--- config.mk ---
export PLATFORM = sky130hd
export DESIGN_NAME = eppr_port
export DESIGN_NICKNAME = d
export VERILOG_FILES = /design/src/core/eppr_pkg.sv /design/src/core/eppr_port.sv
export SDC_FILE = /design/constraint.sdc
export NUM_CORES = 1
export LEC_CHECK = 0
export BUFFER_PORTS_ARGS = -buffer_cell sky130_fd_sc_hd__buf_2
export CAP_MARGIN = 20
export CORE_MARGIN = 3
export CORE_UTILIZATION = 45
export CTS_CLUSTER_DIAMETER = 100
export DETAILED_ROUTE_END_ITERATION = 10
export GPL_TIMING_DRIVEN = 0
export PLACE_DENSITY = 0.65
export SLEW_MARGIN = 20
export SYNTH_ARGS = -nofsm -noshare
export SYNTH_HDL_FRONTEND = slang
export SYNTH_SLANG_ARGS = --single-unit
--- constraint.sdc ---
create_clock -name clk_in -period 2.4 [get_ports clk_in]
set_clock_uncertainty 0.05 [all_clocks]
set_input_delay 0.24 -clock clk_in [delete_from_list [all_inputs] [get_ports clk_in]]
set_output_delay 0.24 -clock clk_in [all_outputs]
set_load 0.02 [all_outputs]
--- src/core/eppr_pkg.sv ---
// Constants and types for the EPP 1.7 read engine and ECP register map
package eppr_pkg;
    // Register offsets from the port base
    localparam logic [3:0] EPPR_OFS_DATA = 4'h0;
    localparam logic [3:0] EPPR_OFS_STATUS = 4'h1;
    localparam logic [3:0] EPPR_OFS_CONTROL = 4'h2;
    localparam logic [3:0] EPPR_OFS_EPP_ADDR = 4'h3;
    localparam logic [3:0] EPPR_OFS_EPP_DATA = 4'h4;
    localparam logic [3:0] EPPR_OFS_AFIFO = 4'h5;
    localparam logic [3:0] EPPR_OFS_COMPAT_FIFO = 4'h6;
    localparam logic [3:0] EPPR_OFS_DFIFO = 4'h7;
    localparam logic [3:0] EPPR_OFS_TEST_FIFO = 4'h8;
    localparam logic [3:0] EPPR_OFS_CFGA = 4'h9;
    localparam logic [3:0] EPPR_OFS_CFGB = 4'ha;
    localparam logic [3:0] EPPR_OFS_EXT_CTL = 4'hb;
    // Control and status register fields, and the RLE flag bit
    localparam int EPPR_CTL_STROBE = 0;
    localparam int EPPR_CTL_AUTOFD = 1;
    localparam int EPPR_CTL_INIT_N = 2;
    localparam int EPPR_CTL_SELIN = 3;
    localparam int EPPR_CTL_DIR = 5;
    localparam int EPPR_STS_TIMEOUT = 0;
    localparam int EPPR_RLE_FLAG = 7;
    // Reset values and fixed read values
    localparam logic [7:0] EPPR_CTL_RESET = 8'h04;
    localparam logic [7:0] EPPR_EXT_CTL_RESET = 8'h15;
    localparam logic [7:0] EPPR_CFGA_VALUE = 8'h10;
    localparam logic [7:0] EPPR_UNMAPPED = 8'h00;
    // Watchdog timing and FIFO depth
    localparam int EPPR_CLK_MHZ = 125;
    localparam int EPPR_WDOG_US = 10;
    localparam int EPPR_WDOG_CYCLES = EPPR_WDOG_US * EPPR_CLK_MHZ;
    localparam int EPPR_FIFO_DEPTH = 16;
    typedef enum logic [3:0] {
        EPPR_IDLE = 4'b0001,
        EPPR_STROBE = 4'b0010,
        EPPR_DONE = 4'b0100,
        EPPR_ABORT = 4'b1000
    } eppr_state_type;
endpackage : eppr_pkg

--- src/core/eppr_port.sv ---
// EPP 1.7 read cycle engine with ECP register set
//
// Decided for this implementation: the register addresses and the strobed register port.
`timescale 1ns/1ns
module eppr_port
    import eppr_pkg::*;
#(
    parameter int WDOG_CYCLES = EPPR_WDOG_CYCLES,
    parameter int DEPTH = EPPR_FIFO_DEPTH
) (
    // Clock and reset
    input wire logic clk_in,
    input wire logic rst_n_in,
    // Register port
    input wire logic [3:0] reg_addr_in,
    input wire logic [7:0] reg_wdata_in,
    input wire logic reg_wr_in,
    input wire logic reg_rd_in,
    output logic [7:0] reg_rdata_out,
    // ISA host cycle
    input wire logic host_ior_n_in,
    input wire logic [3:0] host_addr_in,
    output logic [7:0] host_rdata_out,
    output logic host_chrdy_out,
    // Global configuration
    input wire logic [2:0] cfg_irq_sel_in,
    input wire logic [2:0] cfg_dma_sel_in,
    // Peripheral side
    input wire logic [7:0] peripheral_bus_in,
    output logic [7:0] peripheral_bus_out,
    output logic peripheral_bus_oe_out,
    input wire logic peripheral_hold_n_in,
    input wire logic peripheral_irq_in,
    output logic write_indicator_n_out,
    output logic data_strobe_n_out,
    output logic addr_strobe_n_out,
    output logic bus_direction_out,
    output logic peripheral_reset_n_out,
    output logic peripheral_irq_out,
    output logic irq_rise_out
);

    ////////////////////////////////////////////////////////////////////////
    // Registers and shared FIFO storage
    eppr_state_type state_q;
    logic [7:0] port_data_q;
    logic [7:0] port_control_q;
    logic [7:0] extended_control_q;
    logic timeout_q;
    logic [7:0] fifo_mem_q [DEPTH];
    logic [$clog2(DEPTH)-1:0] wr_ptr_q;
    logic [$clog2(DEPTH)-1:0] rd_ptr_q;
    logic [$clog2(DEPTH):0] count_q;
    logic hold_meta_q;
    logic hold_sync_q;
    logic irq_d1_q;
    logic addr_cycle_q;
    logic [15:0] wdog_q;
    logic [7:0] host_rdata_q;
    logic [7:0] rdata_q;
    logic control_direction_bit;
    logic in_cycle;
    logic fifo_push;
    logic fifo_pop;
    logic fifo_full;
    logic fifo_empty;
    logic [7:0] status_word;
    logic [7:0] config_b;

    function automatic logic is_fifo_ofs(input logic [3:0] a);
        is_fifo_ofs = (a == EPPR_OFS_AFIFO) || (a == EPPR_OFS_COMPAT_FIFO) ||
                      (a == EPPR_OFS_DFIFO) || (a == EPPR_OFS_TEST_FIFO);
    endfunction : is_fifo_ofs

    function automatic logic is_epp_ofs(input logic [3:0] a);
        is_epp_ofs = (a == EPPR_OFS_EPP_ADDR) || (a == EPPR_OFS_EPP_DATA);
    endfunction : is_epp_ofs

    assign control_direction_bit = port_control_q[EPPR_CTL_DIR];
    assign in_cycle = (state_q == EPPR_STROBE);

    ////////////////////////////////////////////////////////////////////////
    // Synchroniser for peripheral hold
    always_ff @(posedge clk_in or negedge rst_n_in) begin
        if (!rst_n_in) begin
            hold_meta_q <= 1'b1;
            hold_sync_q <= 1'b1;
        end else begin
            hold_meta_q <= peripheral_hold_n_in;
            hold_sync_q <= hold_meta_q;
        end
    end

    ////////////////////////////////////////////////////////////////////////
    // EPP 1.7 read cycle
    always_ff @(posedge clk_in or negedge rst_n_in) begin
        if (!rst_n_in) begin
            state_q <= EPPR_IDLE;
            addr_cycle_q <= 1'b0;
            wdog_q <= 16'h0000;
            host_rdata_q <= 8'h00;
        end else begin
            case (state_q)
                EPPR_IDLE: begin
                    wdog_q <= 16'h0000;
                    if (!host_ior_n_in && is_epp_ofs(host_addr_in)) begin
                        state_q <= EPPR_STROBE;
                        addr_cycle_q <= (host_addr_in == EPPR_OFS_EPP_ADDR);
                    end
                end
                EPPR_STROBE: begin
                    wdog_q <= wdog_q + 16'h0001;
                    if (host_ior_n_in) begin
                        state_q <= EPPR_IDLE;
                    end else if (32'(wdog_q) >= WDOG_CYCLES - 1) begin
                        state_q <= EPPR_ABORT;
                    end else if (hold_sync_q) begin
                        host_rdata_q <= peripheral_bus_in;
                        state_q <= EPPR_DONE;
                    end
                end
                EPPR_DONE, EPPR_ABORT: begin
                    if (host_ior_n_in) begin
                        state_q <= EPPR_IDLE;
                    end
                end
                default: state_q <= EPPR_IDLE;
            endcase
        end
    end

    // Ready low while hold active in a cycle, released on abort
    assign host_chrdy_out = !(in_cycle && !hold_sync_q);
    assign host_rdata_out = host_rdata_q;

    ////////////////////////////////////////////////////////////////////////
    // Peripheral outputs
    logic strobe_active;
    assign strobe_active = (state_q == EPPR_STROBE) || (state_q == EPPR_DONE);
    assign data_strobe_n_out = !(strobe_active && !addr_cycle_q);
    assign addr_strobe_n_out = !(strobe_active && addr_cycle_q);
    // Standard strobe bit forces write indication even during a cycle
    assign write_indicator_n_out = !(port_control_q[EPPR_CTL_STROBE] ||
                                     !control_direction_bit);
    assign bus_direction_out = control_direction_bit || strobe_active;
    assign peripheral_bus_oe_out = !bus_direction_out;
    assign peripheral_bus_out = port_data_q;
    assign peripheral_reset_n_out = port_control_q[EPPR_CTL_INIT_N];
    assign peripheral_irq_out = peripheral_irq_in;

    always_ff @(posedge clk_in or negedge rst_n_in) begin
        if (!rst_n_in) begin
            irq_d1_q <= 1'b0;
        end else begin
            irq_d1_q <= peripheral_irq_in;
        end
    end
    assign irq_rise_out = peripheral_irq_in && !irq_d1_q;

    ////////////////////////////////////////////////////////////////////////
    // Register writes
    always_ff @(posedge clk_in or negedge rst_n_in) begin
        if (!rst_n_in) begin
            port_data_q <= 8'h00;
            port_control_q <= EPPR_CTL_RESET;
            extended_control_q <= EPPR_EXT_CTL_RESET;
        end else if (reg_wr_in) begin
            case (reg_addr_in)
                EPPR_OFS_DATA: port_data_q <= reg_wdata_in;
                EPPR_OFS_CONTROL: port_control_q <= {2'b00, reg_wdata_in[5:0]};
                EPPR_OFS_EXT_CTL: extended_control_q[7:2] <= reg_wdata_in[7:2];
                default: ;
            endcase
        end
    end

    // Timeout is sticky; a new abort wins over a clear by status read
    always_ff @(posedge clk_in or negedge rst_n_in) begin
        if (!rst_n_in) begin
            timeout_q <= 1'b0;
        end else if (in_cycle && !host_ior_n_in && 32'(wdog_q) >= WDOG_CYCLES - 1) begin
            timeout_q <= 1'b1;
        end else if (reg_rd_in && reg_addr_in == EPPR_OFS_STATUS) begin
            timeout_q <= 1'b0;
        end
    end

    ////////////////////////////////////////////////////////////////////////
    // Shared FIFO
    assign fifo_full = (count_q == ($clog2(DEPTH)+1)'(DEPTH));
    assign fifo_empty = (count_q == '0);
    assign fifo_push = reg_wr_in && is_fifo_ofs(reg_addr_in) && !fifo_full;
    // Only the readable FIFO views pop; reading a write-only view must not lose a byte
    assign fifo_pop = reg_rd_in && !fifo_empty &&
                      (reg_addr_in == EPPR_OFS_DFIFO || reg_addr_in == EPPR_OFS_TEST_FIFO);

    always_ff @(posedge clk_in) begin
        if (fifo_push) begin
            fifo_mem_q[wr_ptr_q] <= reg_wdata_in;
        end
    end

    always_ff @(posedge clk_in or negedge rst_n_in) begin
        if (!rst_n_in) begin
            wr_ptr_q <= '0;
            rd_ptr_q <= '0;
            count_q <= '0;
        end else begin
            if (fifo_push) begin
                wr_ptr_q <= wr_ptr_q + 1'b1;
            end
            if (fifo_pop) begin
                rd_ptr_q <= rd_ptr_q + 1'b1;
            end
            count_q <= count_q + (($clog2(DEPTH)+1)'(fifo_push)) -
                       (($clog2(DEPTH)+1)'(fifo_pop));
        end
    end

    ////////////////////////////////////////////////////////////////////////
    // Register reads
    assign status_word = {!hold_sync_q, 6'h00, timeout_q};
    assign config_b = {1'b0, peripheral_irq_in, cfg_irq_sel_in, cfg_dma_sel_in};

    always_ff @(posedge clk_in or negedge rst_n_in) begin
        if (!rst_n_in) begin
            rdata_q <= 8'h00;
        end else if (reg_rd_in) begin
            case (reg_addr_in)
                EPPR_OFS_DATA: rdata_q <= control_direction_bit ? peripheral_bus_in : port_data_q;
                EPPR_OFS_STATUS: rdata_q <= status_word;
                EPPR_OFS_CONTROL: rdata_q <= port_control_q;
                EPPR_OFS_EPP_ADDR, EPPR_OFS_EPP_DATA: rdata_q <= host_rdata_q;
                EPPR_OFS_DFIFO, EPPR_OFS_TEST_FIFO: rdata_q <= fifo_mem_q[rd_ptr_q];
                EPPR_OFS_CFGA: rdata_q <= EPPR_CFGA_VALUE;
                EPPR_OFS_CFGB: rdata_q <= config_b;
                EPPR_OFS_EXT_CTL: rdata_q <= {extended_control_q[7:2], fifo_full, fifo_empty};
                default: rdata_q <= EPPR_UNMAPPED;
            endcase
        end else begin
            rdata_q <= 8'h00;
        end
    end
    assign reg_rdata_out = rdata_q;

    ////////////////////////////////////////////////////////////////////////
    // Assertions
    property p_chrdy_low;
        @(posedge clk_in) disable iff (!rst_n_in)
        (in_cycle && !hold_sync_q) |-> !host_chrdy_out;
    endproperty
    a_chrdy_low: assert property (p_chrdy_low) else $error("ready high during hold");

    property p_finish_hold;
        @(posedge clk_in) disable iff (!rst_n_in)
        (in_cycle && !host_ior_n_in && $past(in_cycle)) ##1 (state_q == EPPR_DONE)
            |-> $past(hold_sync_q);
    endproperty
    a_finish_hold: assert property (p_finish_hold) else $error("done without hold release");

    property p_strobe_start;
        @(posedge clk_in) disable iff (!rst_n_in)
        (state_q == EPPR_IDLE && !host_ior_n_in && is_epp_ofs(host_addr_in))
            |=> (!data_strobe_n_out || !addr_strobe_n_out);
    endproperty
    a_strobe_start: assert property (p_strobe_start) else $error("no strobe after read");

    property p_strobe_drop;
        @(posedge clk_in) disable iff (!rst_n_in)
        (strobe_active && host_ior_n_in) |=> (data_strobe_n_out && addr_strobe_n_out);
    endproperty
    a_strobe_drop: assert property (p_strobe_drop) else $error("strobe held after read");

    property p_one_strobe;
        @(posedge clk_in) disable iff (!rst_n_in)
        !(!data_strobe_n_out && !addr_strobe_n_out);
    endproperty
    a_one_strobe: assert property (p_one_strobe) else $error("both strobes low");

    property p_dir;
        @(posedge clk_in) disable iff (!rst_n_in)
        bus_direction_out |-> (control_direction_bit || strobe_active);
    endproperty
    a_dir: assert property (p_dir) else $error("direction high without cause");

    property p_release;
        @(posedge clk_in) disable iff (!rst_n_in)
        control_direction_bit |-> (!peripheral_bus_oe_out &&
            (write_indicator_n_out || port_control_q[EPPR_CTL_STROBE]));
    endproperty
    a_release: assert property (p_release) else $error("bus driven in read direction");

    property p_timeout;
        @(posedge clk_in) disable iff (!rst_n_in)
        (state_q == EPPR_ABORT && $past(in_cycle)) |-> timeout_q;
    endproperty
    a_timeout: assert property (p_timeout) else $error("abort without timeout flag");

    property p_sync;
        @(posedge clk_in) disable iff (!rst_n_in)
        $past(rst_n_in, 2) |-> (hold_sync_q == $past(peripheral_hold_n_in, 2));
    endproperty
    a_sync: assert property (p_sync) else $error("hold not synchronised");

    property p_irq_edge;
        @(posedge clk_in) disable iff (!rst_n_in)
        irq_rise_out |=> !irq_rise_out;
    endproperty
    a_irq_edge: assert property (p_irq_edge) else $error("edge pulse too long");

    property p_abort_release;
        @(posedge clk_in) disable iff (!rst_n_in)
        (state_q == EPPR_ABORT) |-> (host_chrdy_out && data_strobe_n_out && addr_strobe_n_out);
    endproperty
    a_abort_release: assert property (p_abort_release) else $error("abort kept cycle");

    c_done: cover property (@(posedge clk_in) state_q == EPPR_DONE);
    c_abort: cover property (@(posedge clk_in) state_q == EPPR_ABORT);
    c_addr: cover property (@(posedge clk_in) !addr_strobe_n_out);
    c_full: cover property (@(posedge clk_in) fifo_full);

endmodule : eppr_port

# Word level (Yosys, flattened, before mapping)
# Memories as Yosys holds them, arrays and structs flattened.
# Index checks and enable logic that the tools add are counted.
[totals]
register_bits = 74
mem_bits_rw = 128
input_bits = 37
elab_cells = 104
n_memories = 1
[memory_table]
columns = ["name", "words", "width", "read_ports", "rd_ports_with_merged_regs", "write_ports", "line_no", "rtl"]
rows = [
  ["fifo_mem_q", 16, 8, 1, 0, 1, "eppr_port.sv:50", "logic [7:0] fifo_mem_q [DEPTH];"],
]
[op_classes]
n_mux = 14
reduce_logical = 45
add_sub_neg = 5
n_eq_ne = 21
n_lt_le_gt_ge = 1
n_bitwise = 2
[ops]
columns = ["operator", "count"]
rows = [
  ["case mux 8 bit (8 select lines)", 1],
  ["case mux 16 bit (2 select lines)", 1],
  ["equality test 4 x 3 -> 1 bit, second input constant", 6],
  ["equality test 4 bit, second input constant", 5],
  ["2-to-1 mux 4 bit", 5],
  ["adder 16 x 1 -> 16 bit, second input constant", 1],
  ["equality test 4 x 2 -> 1 bit, second input constant", 4],
  [">= comparator 16 x 11 -> 1 bit, second input constant", 1],
  ["2-to-1 mux 8 bit", 2],
  ["logical AND 1 bit", 12],
  ["logical NOT 1 bit", 12],
  ["case mux 4 bit (3 select lines)", 1],
  ["adder 4 x 1 -> 4 bit, second input constant", 2],
  ["equality test 4 x 1 -> 1 bit, second input constant", 2],
  ["logical OR 1 bit", 8],
  ["AND reduction 2 bit", 4],
  ["OR reduction 2 bit", 3],
  ["adder 5 x 1 -> 5 bit", 1],
  ["equality test 5 bit, second input constant", 1],
  ["logical NOT 5 bit", 1],
  ["subtractor 5 x 1 -> 5 bit", 1],
  ["logical NOT 4 bit", 1],
  ["2-to-1 mux 1 bit", 4],
  ["!= test 2 bit, second input constant", 2],
  ["other kinds (5)", 7],
]

# Longest topological paths before layout
# Gate-level depths: netlist of the first run.
[logic_depth]
depth_word = 8
ltp_mapped = 14

# Worst setup path before layout of the first run
# Ideal clock, no wire load.
[synth_timing]
kind = "register to register"
startpoint = "register count_q[3]"
endpoint = "register count_q[4]"
n_path_buf = 0
t_arrival_ns = 2.272
path_stages_with_launch = 13
setup_slack_ns = -0.045
setup_time_ns = 0.123
required_time_ns = 2.227
path_cell_list = "dfrtp_1 -> inv_1 -> ha_1 -> nor4b_1 -> nor2_1 -> ha_1 -> inv_1 -> ha_1 -> fa_1 -> a21oi_1 -> nor2_1 -> nor2_1 -> xnor2_1"
[synth_via]
elab_chain_len = 5
[synth_rtl]
columns = ["item", "line_no", "rtl"]
rows = [
  ["start: declaration", "eppr_port.sv:53", "logic [$clog2(DEPTH):0] count_q;"],
  ["start signal: assignment", "eppr_port.sv:215", "count_q <= count_q + (($clog2(DEPTH)+1)'(fifo_push)) -"],
  ["logical NOT 5 bit", "eppr_port.sv:191", "assign fifo_empty = (count_q == '0);"],
  ["logical NOT 1 bit", "eppr_port.sv:194", "assign fifo_pop = reg_rd_in && !fifo_empty &&"],
  ["logical AND 1 bit (2 in series)", "eppr_port.sv:194", ""],
  ["via fifo_pop", "eppr_port.sv:64", "logic fifo_pop;"],
  ["subtractor 5 x 1 -> 5 bit", "eppr_port.sv:215", ""],
]
# The timed path passes the listed nets, and every way through them passes these cells.
# A chain may end at the register's enable or synchronous reset.

# Final worst setup path of the first run
[layout_timing]
startpoint = "register count_q[2]"
endpoint = "register count_q[4]"
# Same word-level chain as after synthesis.

==> summary.md, run 1 <==
| Metric | Value |
|---|---|
| DIE WIDTH | around 150 um |
| Largest net degree at the start of global routing | 57 |
| Vias/cell | between 5 and 6 |
| Post-Syn Instances | 615 |
| CORE AREA | ~0.019 mm2 |
| DRC viols | 0 |
| Synth Warn # | 0 |
| Met3 Usage GRT | 0.0302 |
| Unique cell type count in the Yosys netlist | 61 |
| Worst-Skew Late Latency | about 500 ps |
| Ys async rst share | 0.366 |
| Crit path max fanout | 2 |
| Max-Slew Margin vs Limit | 0.410 |
| Sw Pwr | approximately 3 mW |
| FF/Latch Area | 0.00570 mm2 |
| CTS sink cnt | 202 |
| CTS tree | yes |
| Met2 Track Usage GR | 0.309 |
| Initial antenna violation count | 0 |
| H-tree depth | 1 |
| Most common cell after layout, fill and taps aside | edfxtp_1 |
| Total track usage | 0.192 |
| Finished Layout Cells | a little over 1000 |
| Post-layout power | 9.90 mW |
| Die area | approximately 0.022 mm2 |
| EDFF count, synth | around 130 |
| Final setup viols | 1 |
| Synth Flop Type | edfxtp_1 |
| Avg Synthesized Cell Area | roughly 15 um2 |
| Input/output buffers | between 60 and 70 |
| Setup slack after layout | -8.30 ps |
| Max Clock Freq | 415 MHz |
| Vias in the first global route | 5834 |
| RSZ-0062 raised after global routing | true |
| Sequential Power Share | 0.432 |
| Met1 Use GR | 0.275 |
| Die H | about 150 um |
| Slew Viols, Final | 0 |
| Worst Setup Start Kind | register |
| Class of the worst hold path | input pin to register |
| Routed Antenna Nets | 0 |
| Fill count | roughly 1500 |
| Critical Path AT | ~2800 ps |
| Num ports | 70 |
| Setup crit end kind | register |
| Tcrit/Tclk final | 1.00 |
| Routability cong. | about 0.83 |
| Vias after detailed routing | between 5000 and 6000 |
| Global routing's busiest layer | met2 |
| Gate power share | 0.265 |
| Fin crit period | 2410 ps |
| Status | complete, but fails checks |
| WS Path Type | register to register |
| Clock tree buffer depth | 3 |
| Cell internal pwr | around 7 mW |
| Most frequent cells in the layout | edfxtp_1, buf_2, dfrtp_1, mux2_2, nand2_1 |
| Pwr Density | 931 mW/mm2 |
| Synth Register Bits | between 200 and 250 |
| Nets | 785 |
| Initial DRC Count | a little under 500 |
| Number of max-cap violations | 0 |
| WP data required | between 2000 and 3000 ps |
| Tightest Pin Transition | approximately 880 ps |
| Final Hold Viols | 0 |
| CTS clk-pin slew, worst paths | roughly 60 ps |
| First-pass GRT wire length | between 30 and 40 mm |
| Violated checks | setup timing |
| Remaining Overflow, GRT | 0 |
| Post-synthesis sequential area ratio | 0.638 |
| DP Wirelength | around 14 mm |
| Ratio of cells with drive above 1 in the final layout | 0.305 |
| Routed wire per std cell | roughly 21 um |
| Reg2reg setup slack | -8 ps |
| Num rows | 50 |
| Root buf cell | clkbuf_16 |
| P_leak | 4.03 nW |
| Switching share of power | 0.303 |
| Placed cell count | around 950 |
| Total Routed Length | around 21 mm |
| Cell Area, Synth | 0.00894 mm2 |
| Post-Syn Nets | 667 |
| Footprint of the multi-input gates | about 0.0031 mm2 |
| First drt pass iteration count | 5 |
| Area grow syn2layout | 19.0% |
| CTS Buf Count | 21 |
| Clock power frac | 0.303 |
| Starting Density | 0.468 |
| Worst-case vdd ir drop | between 400 and 500 uV |
## area by class of cell
type | count | area share
clock buffers | 27 | 0.0515
inverters | 19 | 0.00670
multi-input cells | 367 | 0.296
repair buffers | 95 | 0.0569
flip-flops and latches | 202 | 0.536
clock inverters | 11 | 0.00753
plain buffers | 27 | 0.0149
diodes | 1 | 0.000235
well taps | 260 | 0.0306
## power groups by stage
stage | Combinational [mW] | Sequential [mW] | Clock, mW
after CTS | 2.55 | 4.27 | 3.07
final | 2.63 | 4.28 | 3.00
after detailed placement | 2.45 | 4.33 | 0
after global placement | 2.37 | 4.31 | 0
after floorplan | 1.67 | 4.35 | 0
after global routing | 2.86 | 4.32 | 3.20
## critical path, cell delays in order (launching register included)
cell and delay (ps):
dfrtp_1 400, inv_2 90, ha_4 150, nor4b_4 290, nor2_4 90, ha_4 270, inv_2 40, ha_4 150
fa_2 350, a21oi_2 140, nor2_1 50, nor2_1 120, xnor2_1 130
## synthesized netlist by cell type, types with 2 or more instances
library cell | count | area (um2)
o32ai_1 | 2 | 17.5
nand4_1 | 12 | 75.1
o21ai_0 | 23 | 115
a21oi_1 | 18 | 90.1
mux4_1 | 7 | 184
a211oi_1 | 5 | 37.5
nor3b_1 | 2 | 15.0
dfstp_2 | 6 | 158
nor2_1 | 35 | 131
a31oi_1 | 7 | 43.8
inv_1 | 19 | 71.3
nand2b_1 | 5 | 31.3
nand3_1 | 5 | 25.0
or2_2 | 3 | 18.8
nor2b_1 | 7 | 43.8
a21o_1 | 3 | 22.5
o22ai_1 | 6 | 37.5
mux4_2 | 10 | 225
buf_1 | 2 | 7.51
nor3_1 | 11 | 55.1
edfxtp_1 | 128 | 3840
o211ai_1 | 5 | 37.5
o31ai_1 | 3 | 22.5
and2_1 | 2 | 12.5
nor4_1 | 4 | 25.0
or3_1 | 3 | 18.8
mux2i_1 | 32 | 320
mux2_2 | 47 | 529
nor4b_4 | 2 | 47.6
nand4b_1 | 2 | 17.5
o221ai_1 | 12 | 105
clkbuf_1 | 7 | 26.3
nand2_1 | 37 | 139
dfrtp_1 | 68 | 1700
xnor2_1 | 9 | 78.8
a22oi_1 | 7 | 52.6
buf_4 | 4 | 30.0
a221oi_1 | 4 | 35.0
ha_1 | 14 | 175
xor2_1 | 4 | 35.0
buf_2 | 11 | 55.1
buf_6 | 3 | 33.8
## timing repair
item / 4_1_cts / 5_1_grt
endpoints found under the setup margin: 81 / 35
pin swaps: 3 / 10
endpoints found under the hold margin: 81 / 0
hold buffers: 12 / 0
gates resized for setup: 13 / 17
buffers inserted: 3 / 9
gates cloned: 0 / 0
## metrics by stage
| step | hold WS (ps) | instance area (um2) | worst slack [ps] | util | TNS, ps |
|---|---|---|---|---|---|
| after CTS | 39.3 | 10500 | 5.86 | 0.550 | 0 |
| after global placement | 295 | 9610 | -595 | 0.504 | -28390 |
| after floorplan | -106 | 8940 | 13.0 | - | 0 |
| final | 59.0 | 10600 | -8.30 | 0.558 | -8.30 |
| after global routing | 77.0 | 10600 | -162 | 0.557 | -258 |
| after detailed placement | 107 | 9670 | -392 | 0.507 | -20540 |
## kinds of logic (layout without fill, tap and decap cells)
kind of cell               count (synthesis)  count (layout)  synth area share
DFF                                      202             202             0.638
and+or+nand+nor                          143             143            0.0879
AOI/OAI and AO/OA                        100             100            0.0736
muxes                                     96              96             0.141
buffers and inverters                     46             179            0.0251
adders and majority gates                 15              15            0.0218
xor gates and xnor gates                  13              13            0.0127
other                                      0               1                 0
## registers in the layout, indices dropped and copies added (netlist names), 5 cells and up
signal and flops:
count_q 5, extended_control_q 6, fifo_mem_q 128, host_rdata_out 8, peripheral_bus_out 8, port_control_q 6, reg_rdata_out 8, wdog_q 16
## final timing paths
| path | startpoint | cells after the start | endpoint |
|---|---|---|---|
| max | count_q[2] | 12 | count_q[4] |
| min | host_addr_in[3] | 3 | state_q[1] |
| max reg2reg | count_q[2] | 12 | count_q[4] |
| min reg2reg | hold_meta_q | 0 | hold_sync_q |
| max in group asynchronous | rst_n_in | 3 | extended_control_q[2] |
| min in group asynchronous | rst_n_in | 2 | rd_ptr_q[3] |
## metal layers
layer,share of wire,up-vias
li1,-,2610
met5,0,-
met1,0.45,2824
met3,0.068,36
met2,0.47,212
met4,0.020,0
(Power assumes the default switching activity.)
==> run 2, diff against run 1 <==
CAP_MARGIN = not set   (was 20)
CTS_CLUSTER_SIZE = 30   (was not set)
PLACE_DENSITY = 0.75   (was 0.65)
==> summary.md, run 2 (synthesis results as in run 1) <==
| Metric | Value |
|---|---|
| Num rows | 50 (unchanged) |
| Vias/cell | 5.79 (was 5.63) |
| Final Hold Viols | 0 (unchanged) |
| Largest register by flop count | fifo_mem_q (unchanged) |
| Area grow syn2layout | 15.0% (was 19.0%) |
| DIE WIDTH | 147 um (unchanged) |
| P_leak | 3.87 nW (was 4.03 nW) |
| Die H | 147 um (unchanged) |
| CTS clk-pin slew, worst paths | 110 ps (was 60 ps) |
| Num ports | 70 (unchanged) |
| Root buf cell | clkbuf_16 (unchanged) |
| Nets | 773 (was 785) |
| Most frequent cells in the layout | edfxtp_1, buf_2, dfrtp_1, mux2_2, nand2_1 (unchanged) |
| Starting Density | 0.468 (unchanged) |
| Number of flip-flops in the largest register | 128 (unchanged) |
| Number of max-cap violations | 0 (unchanged) |
| Biggest regs | fifo_mem_q: 128 flops, wdog_q: 16 flops (unchanged) |
| Die area | 0.0216 mm2 (unchanged) |
| CORE AREA | 0.0191 mm2 (unchanged) |
| Max Clock Freq | 417 MHz (was 415 MHz) |
| Largest net degree at the start of global routing | 53 (was 57) |
| RSZ-0062 raised after global routing | true (unchanged) |
| First-pass GRT wire length | 31.8 mm (was 32.6 mm) |
| Final setup viols | 0 (was 1) |
| WP data required | 2730 ps (was 2760 ps) |
| Post-layout util | 0.539 (was 0.558) |
| Pwr Density | 858 mW/mm2 (was 931 mW/mm2) |
| Critical Path AT | 2730 ps (was 2770 ps) |
| Vias after detailed routing | 5701 (was 5682) |
| Clock tree buffer depth | 3 (unchanged) |
| Ratio of cells with drive above 1 in the final layout | 0.287 (was 0.305) |
| Vias in the first global route | 5727 (was 5834) |
| Slew Viols, Final | 0 (unchanged) |
| Status | finished, final reports clean (was complete, but fails checks) |
| Initial DRC Count | 568 (was 487) |
| Tcrit/Tclk final | 0.999 (was 1.00) |
| DRC viols | 0 (unchanged) |
| Antenna fix cells | 0 (was 1) |
| DP Wirelength | 14.3 mm (was 14.5 mm) |
| Initial antenna violation count | 2 (was 0) |
| WS Path Type | register to register (unchanged) |
| Routed Antenna Nets | 0 (unchanged) |
| Class of the worst hold path | input pin to register (unchanged) |
| Fill count | 1514 (was 1530) |
| Total Routed Length | 20.3 mm (was 20.7 mm) |
| Input/output buffers | 68 (unchanged) |
| H-tree depth | 1 (unchanged) |
| Max-Slew Margin vs Limit | 0.434 (was 0.410) |
| Placed cell area | 0.00966 mm2 (was 0.00967 mm2) |
| Setup crit end kind | register (unchanged) |
| Routability cong. | 0.842 (was 0.832) |
| Most common cell after layout, fill and taps aside | edfxtp_1 (unchanged) |
| First drt pass iteration count | 6 (was 5) |
| Remaining Overflow, GRT | 0 (unchanged) |
| Setup TNS | 0 ps (was -8.30 ps) |
| Design Area, Final | 0.0103 mm2 (was 0.0106 mm2) |
| CTS Buf Count | 10 (was 21) |
| Worst-Skew Late Latency | 460 ps (was 500 ps) |
| Routed wire per std cell | 20.6 um (was 20.5 um) |
| Fin crit period | 2400 ps (was 2410 ps) |
| Crit path max fanout | 2 (unchanged) |
| Post-layout power | 8.81 mW (was 9.90 mW) |
| Total track usage | 0.184 (was 0.192) |
| Worst Setup Start Kind | register (unchanged) |
| CTS tree | yes (unchanged) |
| CTS sink cnt | 202 (unchanged) |
| Worst-case vdd ir drop | 431 uV (was 455 uV) |
| Tightest Pin Transition | 844 ps (was 881 ps) |
run 2: cell count changes in the layout (fill, tap and decap cells not counted), sizes merged:
cell / delta
bufinv: -1
clkinv: -8
dlygate4sd3: -1
diode: -1
clkbuf: -12
clkinvlp: -1
run 2: metrics by stage:
step / hold WS [ps] / setup WS, ps / instances
4_1_cts: 5.71 / 1.35 / 978
5_1_grt: 36.8 / -126 / 985
2_1_floorplan: -106 / 13.0 / 615
3_5_place_dp: 125 / -453 / 944
6_report: 21.2 / 3.02 / 985
3_3_place_gp: 296 / -545 / 943
run 2: critical path, cell delays in order (launching register included):
cell	delay (ps)
dfrtp_1	410
inv_2	90
ha_4	140
nor4b_4	280
nor2_4	80
ha_4	280
inv_2	40
ha_4	150
fa_2	360
a21oi_2	140
nor2_1	50
nor2_1	120
xnor2_1	130
run 2: worst paths after layout:
kind                                      start               endpoint  slack (ps)  cells after the start
max                                  count_q[3]             count_q[4]           3                     12
min                        peripheral_bus_in[4]      host_rdata_out[4]          20                      2
max reg2reg                          count_q[3]             count_q[4]           3                     12
min reg2reg                         hold_meta_q            hold_sync_q         310                      0
max in group asynchronous              rst_n_in  extended_control_q[2]        1500                      3
min in group asynchronous              rst_n_in             count_q[0]         180                      2
run 2: layout make-up:
| type | count | area, um2 | share of cell area |
|---|---|---|---|
| Tap cell | 260 | 325 | 0.0317 |
| Clock buffer | 15 | 290 | 0.0282 |
| Timing Repair Buffer | 94 | 598 | 0.0582 |
| Clock inverter | 1 | 8.76 | 0.000852 |
| Sequential cell | 202 | 5700 | 0.555 |
| Buffer | 27 | 159 | 0.0155 |
| Inverter | 19 | 71.3 | 0.00694 |
| Multi-Input combinational cell | 367 | 3120 | 0.304 |
run 2: repair_timing:
item                       4_1_cts  5_1_grt
cloned                           0        0
buffers inserted                 7        7
hold buffers                    11        0
resized for setup               13       10
setup endpoints to repair       61       50
pin swaps                        4       10
hold endpoints to repair        66        0
run 2: metal layers:
layer / vias up / share of wire / track usage
li1: 2572 / - / -
met1: 2852 / 0.43 / 0.261
met2: 236 / 0.49 / 0.302
met3: 37 / 0.064 / 0.0312
met4: 4 / 0.019 / 0.0424
met5: - / 0.0010 / 0
run 2: report_power, final:
part           internal, mW  switching, mW  total, mW
clock                 0.859           1.03       1.89
sequential             4.02          0.259       4.28
combinational          1.18           1.47       2.65
